--- src/pcid_consts.svh ---
// constants for the configuration identity and command block
// assumes byte offsets within the configuration header, 8-bit wide
// How it works
// device identity word is read only; configuration writes leave it alone
// after reset, device identity loads from boot memory bytes 042h-043h if valid
// vendor identity word presents one 16-bit number in bits 15:0
// vendor identity loads from boot memory bytes 040h-041h; writes never alter it
// command word resets to 0000h; six writable fields; others read zero
// command bits 15:10 always read zero
// fast back-to-back bit clears at reset; device never does such transfers
// bit 8 gates the open-drain system error output
// wait cycle bit 7 is hardwired zero; no stepping
// bit 6 enables parity checking; only then is the parity error pin driven
// palette snoop bit 5 is hardwired zero
// write-and-invalidate bit 4 is hardwired zero
// special cycle bit 3 is hardwired zero
// bit 2 must be set before the device requests the bus
// bit 1 must be set before memory cycles are claimed
// bit 0 must be set before I/O cycles are claimed
// a disabled space is never claimed, so such cycles master abort
`ifndef PCID_CONSTS_SVH
`define PCID_CONSTS_SVH
`define PCID_OFS_VENDOR  8'h00
`define PCID_OFS_DEVICE  8'h02
`define PCID_OFS_CMD     8'h04
`define PCID_CMD_RESET   16'h0000
`define PCID_CMD_WR_MASK 16'h0347
`define PCID_BIT_IO      0
`define PCID_BIT_MEM     1
`define PCID_BIT_MASTER  2
`define PCID_BIT_PARITY  6
`define PCID_BIT_SERR    8
`define PCID_BIT_FBB     9
`define PCID_NV_ID_BASE  11'h040
`define PCID_NV_LAST     2'h3
`endif

--- src/pcid_pkg.sv ---
// types for the configuration identity and command block
// assumes nothing beyond the constants header
package pcid_pkg;

  typedef enum logic [3:0] {
    LD_CHECK = 4'b0001,
    LD_ISSUE = 4'b0010,
    LD_WAIT  = 4'b0100,
    LD_DONE  = 4'b1000
  } pcid_load_t;

  typedef struct packed {
    pcid_load_t  ld;
    logic [1:0]  nb;
    logic [31:0] ids;
    logic [15:0] cmd;
    logic [31:0] rdata;
    logic        ack;
    logic        nvreq;
    logic        serr;
    logic        perr;
    logic        req;
    logic        claim;
  } pcid_state_t;

endpackage

--- src/pcid_config_id_command.sv ---
// identity words and command word of the configuration header
// assumes config requests, boot memory reader, decoder and parity logic
// all run on ref_clk_in, so their signals need no synchroniser
`timescale 1ns/100ps
`include "pcid_consts.svh"
`default_nettype none

module pcid_config_id_command #(
  parameter logic [15:0] VENDOR_DEFAULT = 16'h5a5a, // arbitrary value
  parameter logic [15:0] DEVICE_DEFAULT = 16'ha5a5, // arbitrary value
  parameter int          NV_AW          = 9
) (
  input  wire logic             ref_clk_in,
  input  wire logic             rst_n_in,
  input  wire logic             cfg_valid_in,
  input  wire logic             cfg_write_in,
  input  wire logic [7:0]       cfg_addr_in,
  input  wire logic [3:0]       cfg_byte_en_in,
  input  wire logic [31:0]      cfg_wdata_in,
  output logic                  cfg_ready_out,
  output logic                  cfg_ack_out,
  output logic [31:0]           cfg_rdata_out,
  input  wire logic             nv_present_in,
  input  wire logic             nv_contents_ok_in,
  output logic                  nv_rd_req_out,
  output logic [NV_AW-1:0]      nv_rd_addr_out,
  input  wire logic             nv_rd_ack_in,
  input  wire logic [7:0]       nv_rd_data_in,
  output logic                  io_space_en_out,
  output logic                  mem_space_en_out,
  output logic                  bus_master_en_out,
  output logic                  parity_check_en_out,
  output logic                  system_error_gate_out,
  input  wire logic             serr_event_in,
  input  wire logic             parity_error_in,
  input  wire logic             master_want_in,
  input  wire logic             mem_hit_in,
  input  wire logic             io_hit_in,
  output logic                  serr_n_out,
  output logic                  serr_oe_out,
  output logic                  perr_n_out,
  output logic                  perr_oe_out,
  output logic                  bus_request_out,
  output logic                  target_claim_out
);

  generate
    if (NV_AW < 7) begin : g_bad_aw
      $error("boot memory address too narrow for identity bytes");
    end
  endgenerate

  localparam pcid_pkg::pcid_state_t ST_RST = '{
    ld:    pcid_pkg::LD_CHECK,
    nb:    2'h0,
    ids:   {DEVICE_DEFAULT, VENDOR_DEFAULT},
    cmd:   `PCID_CMD_RESET,
    rdata: 32'h0000_0000,
    ack:   1'b0,
    nvreq: 1'b0,
    serr:  1'b0,
    perr:  1'b0,
    req:   1'b0,
    claim: 1'b0
  };

  pcid_pkg::pcid_state_t st;
  pcid_pkg::pcid_state_t next_st;

  logic taken;
  logic wr_taken;

  // true when a byte address falls in the same dword as a register offset
  function automatic logic same_dw(input logic [7:0] a,
                                   input logic [7:0] ofs);
    same_dw = (a[7:2] == ofs[7:2]);
  endfunction

  // replace one byte lane of a 32-bit word
  function automatic logic [31:0] put_byte(input logic [31:0] w,
                                           input logic [1:0]  i,
                                           input logic [7:0]  b);
    logic [31:0] r;
    r = w;
    r[{i, 3'h0} +: 8] = b;
    put_byte = r;
  endfunction

  // merge written bytes of the low half word under the lane enables
  function automatic logic [15:0] merge16(input logic [15:0] old,
                                          input logic [15:0] wd,
                                          input logic [1:0]  be);
    merge16 = {be[1] ? wd[15:8] : old[15:8],
               be[0] ? wd[7:0]  : old[7:0]};
  endfunction

  // requests wait while identities load so software never sees a
  // half-loaded identity
  assign cfg_ready_out = (st.ld == pcid_pkg::LD_DONE);
  assign taken         = cfg_valid_in && cfg_ready_out;
  assign wr_taken      = taken && cfg_write_in;

  always_comb begin
    next_st       = st;
    next_st.ack   = 1'b0;
    next_st.nvreq = 1'b0;
    case (st.ld)
      pcid_pkg::LD_CHECK: begin
        if (nv_present_in && nv_contents_ok_in) begin
          next_st.ld = pcid_pkg::LD_ISSUE;
          next_st.nb = 2'h0;
        end else begin
          next_st.ld = pcid_pkg::LD_DONE;
        end
      end
      pcid_pkg::LD_ISSUE: begin
        next_st.nvreq = 1'b1;
        next_st.ld    = pcid_pkg::LD_WAIT;
      end
      pcid_pkg::LD_WAIT: begin
        next_st.nvreq = 1'b1;
        if (nv_rd_ack_in) begin
          // lanes 0-1 vendor, 2-3 device
          next_st.ids   = put_byte(st.ids, st.nb,
                                   nv_rd_data_in); // see R2
          next_st.nvreq = 1'b0;
          if (st.nb == `PCID_NV_LAST) begin
            next_st.ld = pcid_pkg::LD_DONE;
          end else begin
            next_st.nb = st.nb + 2'h1;
            next_st.ld = pcid_pkg::LD_ISSUE;
          end
        end
      end
      pcid_pkg::LD_DONE: begin
        next_st.ld = pcid_pkg::LD_DONE;
      end
      default: begin
        next_st.ld = pcid_pkg::LD_DONE;
      end
    endcase

    if (taken) begin
      next_st.ack = 1'b1;
      if (cfg_write_in) begin
        // identity dword has no write path at all
        if (same_dw(cfg_addr_in, `PCID_OFS_CMD)) begin
          // unwritable and reserved bits stay zero
          next_st.cmd = merge16(st.cmd, cfg_wdata_in[15:0],
                                cfg_byte_en_in[1:0]) // see R12
                        & `PCID_CMD_WR_MASK; // see R5 see R6
        end
        next_st.rdata = 32'h0000_0000;
      end else if (same_dw(cfg_addr_in, `PCID_OFS_VENDOR)) begin
        next_st.rdata = st.ids; // see R3
      end else if (same_dw(cfg_addr_in, `PCID_OFS_CMD)) begin
        // status half lives elsewhere and reads zero here
        next_st.rdata = {16'h0000, st.cmd};
      end else begin
        next_st.rdata = 32'h0000_0000;
      end
    end

    // gated requests toward the pins and engines, one cycle late
    next_st.serr  = serr_event_in
                    && st.cmd[`PCID_BIT_SERR];
    next_st.perr  = parity_error_in
                    && st.cmd[`PCID_BIT_PARITY];
    next_st.req   = master_want_in
                    && st.cmd[`PCID_BIT_MASTER];
    next_st.claim = (mem_hit_in && st.cmd[`PCID_BIT_MEM])
                    || (io_hit_in && st.cmd[`PCID_BIT_IO]);
  end

  always_ff @(posedge ref_clk_in) begin
    if (!rst_n_in) begin
      st <= ST_RST; // see R5
    end else begin
      st <= next_st;
    end
  end

  assign cfg_ack_out    = st.ack;
  assign cfg_rdata_out  = st.rdata;
  assign nv_rd_req_out  = st.nvreq;
  assign nv_rd_addr_out = NV_AW'(`PCID_NV_ID_BASE) + NV_AW'(st.nb);

  assign io_space_en_out       = st.cmd[`PCID_BIT_IO];
  assign mem_space_en_out      = st.cmd[`PCID_BIT_MEM];
  assign bus_master_en_out     = st.cmd[`PCID_BIT_MASTER];
  assign parity_check_en_out   = st.cmd[`PCID_BIT_PARITY];
  assign system_error_gate_out = st.cmd[`PCID_BIT_SERR];

  // open-drain style pins only ever pull low; the enable carries the event
  // no fast back-to-back path exists, the stored bit only reads back
  assign serr_n_out       = 1'b0;
  assign serr_oe_out      = st.serr;
  assign perr_n_out       = 1'b0;
  assign perr_oe_out      = st.perr;
  assign bus_request_out  = st.req;
  assign target_claim_out = st.claim;
endmodule

`default_nettype wire

--- config.mk ---
export PLATFORM = sky130hd
export DESIGN_NAME = pcid_config_id_command
export DESIGN_NICKNAME = d
export VERILOG_FILES = /design/src/pcid_pkg.sv /design/src/pcid_config_id_command.sv
export VERILOG_INCLUDE_DIRS = /design/src
export SDC_FILE = /design/constraint.sdc
export NUM_CORES = 1
export LEC_CHECK = 0
export ABC_AREA = 1
export ABC_CLOCK_PERIOD_IN_PS = 2400
export BUFFER_PORTS_ARGS = -buffer_cell sky130_fd_sc_hd__buf_2
export CAP_MARGIN = 20
export CELL_PAD_IN_SITES_DETAIL_PLACEMENT = 0
export CELL_PAD_IN_SITES_GLOBAL_PLACEMENT = 1
export CORE_ASPECT_RATIO = 1.2
export CORE_MARGIN = 2
export CORE_UTILIZATION = 36
export CTS_CLUSTER_SIZE = 24
export DETAILED_ROUTE_END_ITERATION = 12
export GPL_TIMING_DRIVEN = 0
export PLACE_DENSITY = 0.84
export SYNTH_ARGS = -nofsm -noshare
export SYNTH_HDL_FRONTEND = slang
export SYNTH_SLANG_ARGS = --single-unit
--- constraint.sdc ---
create_clock -name ref_clk_in -period 2.4 [get_ports ref_clk_in]
set_input_delay 0.24 -clock ref_clk_in [delete_from_list [all_inputs] [get_ports ref_clk_in]]
set_output_delay 0.24 -clock ref_clk_in [all_outputs]
set_load 0.005 [all_outputs]
After elaboration in Yosys (flattened, before gate mapping):

Cells that the tools add are included.

* bits of input ports: 64
* logic and storage cells: 54
* flip-flop bits (word level): 82
* output and inout bits: 55

* shifts and indexed selects: 2
* add/sub/neg operators: 3
* reduce and logical (&&, ||, !) cells: 14
* mux-type cells: 14
* eq/ne operators: 9

Operators by type and width (number)
* $mux W32: 2
* $mux W38: 1
* $bwmux W32: 1
* $shift A8 B7 Y32 const A: 1
* $shiftx A8 B7 Y32: 1
* $pmux W4 S3: 1
* $reduce_and A4 Y1: 3
* $mux W10: 1
* $add A7 B2 Y8 const A: 1
* $mux W4: 2
* $logic_and A1 B1 Y1: 7
* $neg A5 Y7: 1
* $eq A6 B1 Y1 const B: 1
* $logic_not A6 Y1: 1
* $ne A2 B2 Y1 const B: 3
* $eq A4 B1 Y1 const B: 1
* $eq A4 B2 Y1 const B: 1
* $eq A4 B3 Y1 const B: 1
* $eq A4 B4 Y1 const B: 1
* $mux W2: 2
* $pmux W2 S2: 1
* $add A2 B1 Y2 const B: 1
* $eq A2 B2 Y1 const B: 1
* $mux W1: 2
* 4 further kinds: 4

Depth between registers and ports, before layout:

* word-level depth: 5
* depth in mapped cells: 8
* mapped depth without buffers: 8

Worst setup path after synthesis:

Ideal clock, no wire load.

* kind: register -> register
* start: register st[86] (netlist bit)
* end: register with a tool-made name
* path buffers: 0
* data required time: 2321 ps
* slack: 738 ps
* clock period less this slack: 1662 ps
* cell stages (with the launch flop): 9
* library setup time: 79 ps
* arrival: 1583 ps
* cell sequence: dfxtp_1 > inv_1 > ha_1 > inv_1 > nor2_1 > nand3_1 > inv_1 > nand3_1 > o211ai_1

RTL lines
* from (decl): line pcid_config_id_command.sv:67 `pcid_pkg::pcid_state_t st;`
* from (signal assigned): line pcid_config_id_command.sv:179 `st <= next_st;`

==> impl_metrics.csv <==
group,metric,value,unit
power_and_ir_drop,finalPower,2.92,mW
clocking,clk_pin_slew,60,ps
cells_and_area,area_delta_synth_final,22.0,%
cells_and_area,multi_input_area,1690,um2
routing,drc,0,
worst_setup_path,cp_max_fo,8,
routing,routed_wl,9740,um
clocking,root_buffer,"clkbuf_16",
routing,first_iter_violations,112,
sta,whs,123,ps
cells_and_area,layout-drive-gt1-share,0.259,
cells_and_area,finish.utilization,0.446,
place,dp_cells,762,
power_and_ir_drop,power_switching,658,uW
routing,viasPerCell,4.60,
worst_setup_path,criticalPathCategory,"reg2reg",
routing,wl_per_cell,12.5,um
clocking,insertion_delay,330,ps
cells_and_area,final_common_cell,"nand2_1",
sta,hold_viol_final,0,
cells_and_area,final_cell_mix,"105 x nand2_1, 87 x buf_2, 82 x dfxtp_1, 63 x nor2_1, 58 x a21oi_1",
power_and_ir_drop,seqPwrFrac,0.471,
power_and_ir_drop,ir_worst_vdd,0.295,mV
global_route,grt_max_degree,13,
logic_synthesis,yosys-mux-area-fraction,0,
logic_synthesis,syn-instance-count,544,
power_and_ir_drop,p_int,2.26,mW
die,die_h,119,um
worst_setup_path,cp_data_required_time,2660,ps
flow_run,cap_violations,0,
sta,fin_crit_sh,0.875,
power_and_ir_drop,powerDensity,601,nW/um2
logic_synthesis,synth_simple_gate_area_frac,0.299,
logic_synthesis,ys_ff_latch,82,
global_route,antenna_found_initial,0,
die,start_util,0.366,
sta,finalMaxSlewViolations,0,
global_route,grt_pass1_vias,3258,
logic_synthesis,ys_seq_area_frac,0.413,
logic_synthesis,synth_area,3980,um2
cells_and_area,instances_no_fill,777,
place,io_buffers,79,
sta,skew,5.85,ps
routing,vias,3578,
power_and_ir_drop,comb_power_share,0.069,
place,gp_congestion,0.844,
routing,drt-pass1-iter-count,4,
die,dieArea,11900,um2
clocking,cts_buffers,9,
cells_and_area,regArea,1640,um2
global_route,grt.overflow.total,0,
outcome,run_status,"complete, no violations",
power_and_ir_drop,p_clk_frac,0.460,
logic_synthesis,synth_compound_area_frac,0.102,
logic_synthesis,ys.warnings.count,0,
logic_synthesis,synth_fa_ha_area_frac,0.0157,
sta,min_period,2100,ps
power_and_ir_drop,switching_share,0.226,
place,dp_hpwl,7500,um
worst_setup_path,end_kind,"register",
die,rows,42,
logic_synthesis,synth.distinct_cells,28,
global_route,track_usage,0.166,
place,place_area,4560,um2
worst_setup_path,worstPathArrival,2360,ps
clocking,clockBufferDepth,2,
logic_synthesis,synthXorXnorAreaFrac,0,
clocking,tritoncts,"yes",
clocking,cts_hold_buf,0,
cells_and_area,layout.nets,710,
sta,tns,0,ps
power_and_ir_drop,leakage,2.30,nW
worst_setup_path,cp-start-kind,"register",
place,pre_cts_slack,344,ps
global_route,grt_pass1_wl,15600,um
hold_path,min_path_type,"in2reg",
clocking,ctsResizeCount,0,
routing,ant_nets,0,
cells_and_area,n_fill_cell,1147,
sta,setup_violations,0,
sta,fin_ws,300,ps
die,die_w,100,um
clocking,clock_sinks,82,
clocking,h-tree-depth,3,
clocking,post_cts_buffers,0,
logic_synthesis,avgSynthCellArea,7.31,um2
die,core_region_area,10900,um2
logic_synthesis,synth_top_family_by_area,"simple AND/OR/NAND/NOR gates",
die,io_pins,119,
sta,slew_headroom,0.574,
sta,max_freq,476,MHz
cells_and_area,antennaDiodeCount,0,
sta,tightestPinTransition,640,ps
cells_and_area,final_cell_area,4850,um2
sta,rsz0062_at_grt,"false",
-- power groups by stage --
stage	clock network (mW)	logic, mW	registers [mW]
after CTS	1.36	0.201	1.37
after global placement	0	0.196	1.40
after global routing	1.43	0.222	1.37
final	1.34	0.201	1.37
after detailed placement	0	0.200	1.40
after floorplan	0	0.122	1.40
-- synth_stat cells (all sizes together) --
master	count	area share
nand2	106	0.10
dfxtp	82	0.41
nor2	74	0.085
a21oi	58	0.073
inv	58	0.055
buf	55	0.10
nand3	49	0.072
nand4	21	0.035
clkbuf	10	0.0094
o21ai	7	0.0088
o211ai	6	0.011
ha	5	0.016
o31ai	4	0.0075
nor3	3	0.0038
clkinv	2	0.0019
conb	2	0.0019
a31oi	1	0.0016
or2	1	0.0016
-- worst max-delay path, cell delays in order (launching register included) --
cell	delay, ps
dfxtp_1	480
inv_1	180
ha_1	310
inv_1	110
nor2_1	340
nand3_1	200
inv_1	220
nand3_1	110
o211ai_1	80
-- path summary, 6_finish.rpt --
path                  from           to  slack, ps  cells past startpoint
max                 st[86]     register        300                      8
min          serr_event_in  serr_oe_out        120                      3
max reg2reg         st[86]     register        300                      8
min reg2reg       register     register        450                      2
-- final cells by class --
type / instances / area share
Sequential cell: 82 / 0.338
Clock buffer: 13 / 0.0516
Timing Repair Buffer: 79 / 0.0815
Inverter: 60 / 0.0464
Clock inverter: 2 / 0.00774
Buffer: 65 / 0.0918
Tap cell: 132 / 0.0340
Multi-Input combinational cell: 344 / 0.349
-- kinds of logic (layout without fill, tap and decap cells) --
| kind of cell | after synthesis | after routing |
|---|---|---|
| compound gates | 76 | 76 |
| fa+ha+maj | 5 | 5 |
| buf+inv | 125 | 219 |
| flops | 82 | 82 |
| other cells | 2 | 9 |
| simple gates | 254 | 254 |
-- layer usage --
metal / up-vias / global-route usage / share of wire
met1: 1595 / 0.215 / 0.47
met3: 16 / 0.0393 / 0.036
met5: - / 0 / 0
met2: 74 / 0.269 / 0.48
met4: 0 / 0.0608 / 0.021
li1: 1893 / - / -
Power figures use the tool's default switching activity.
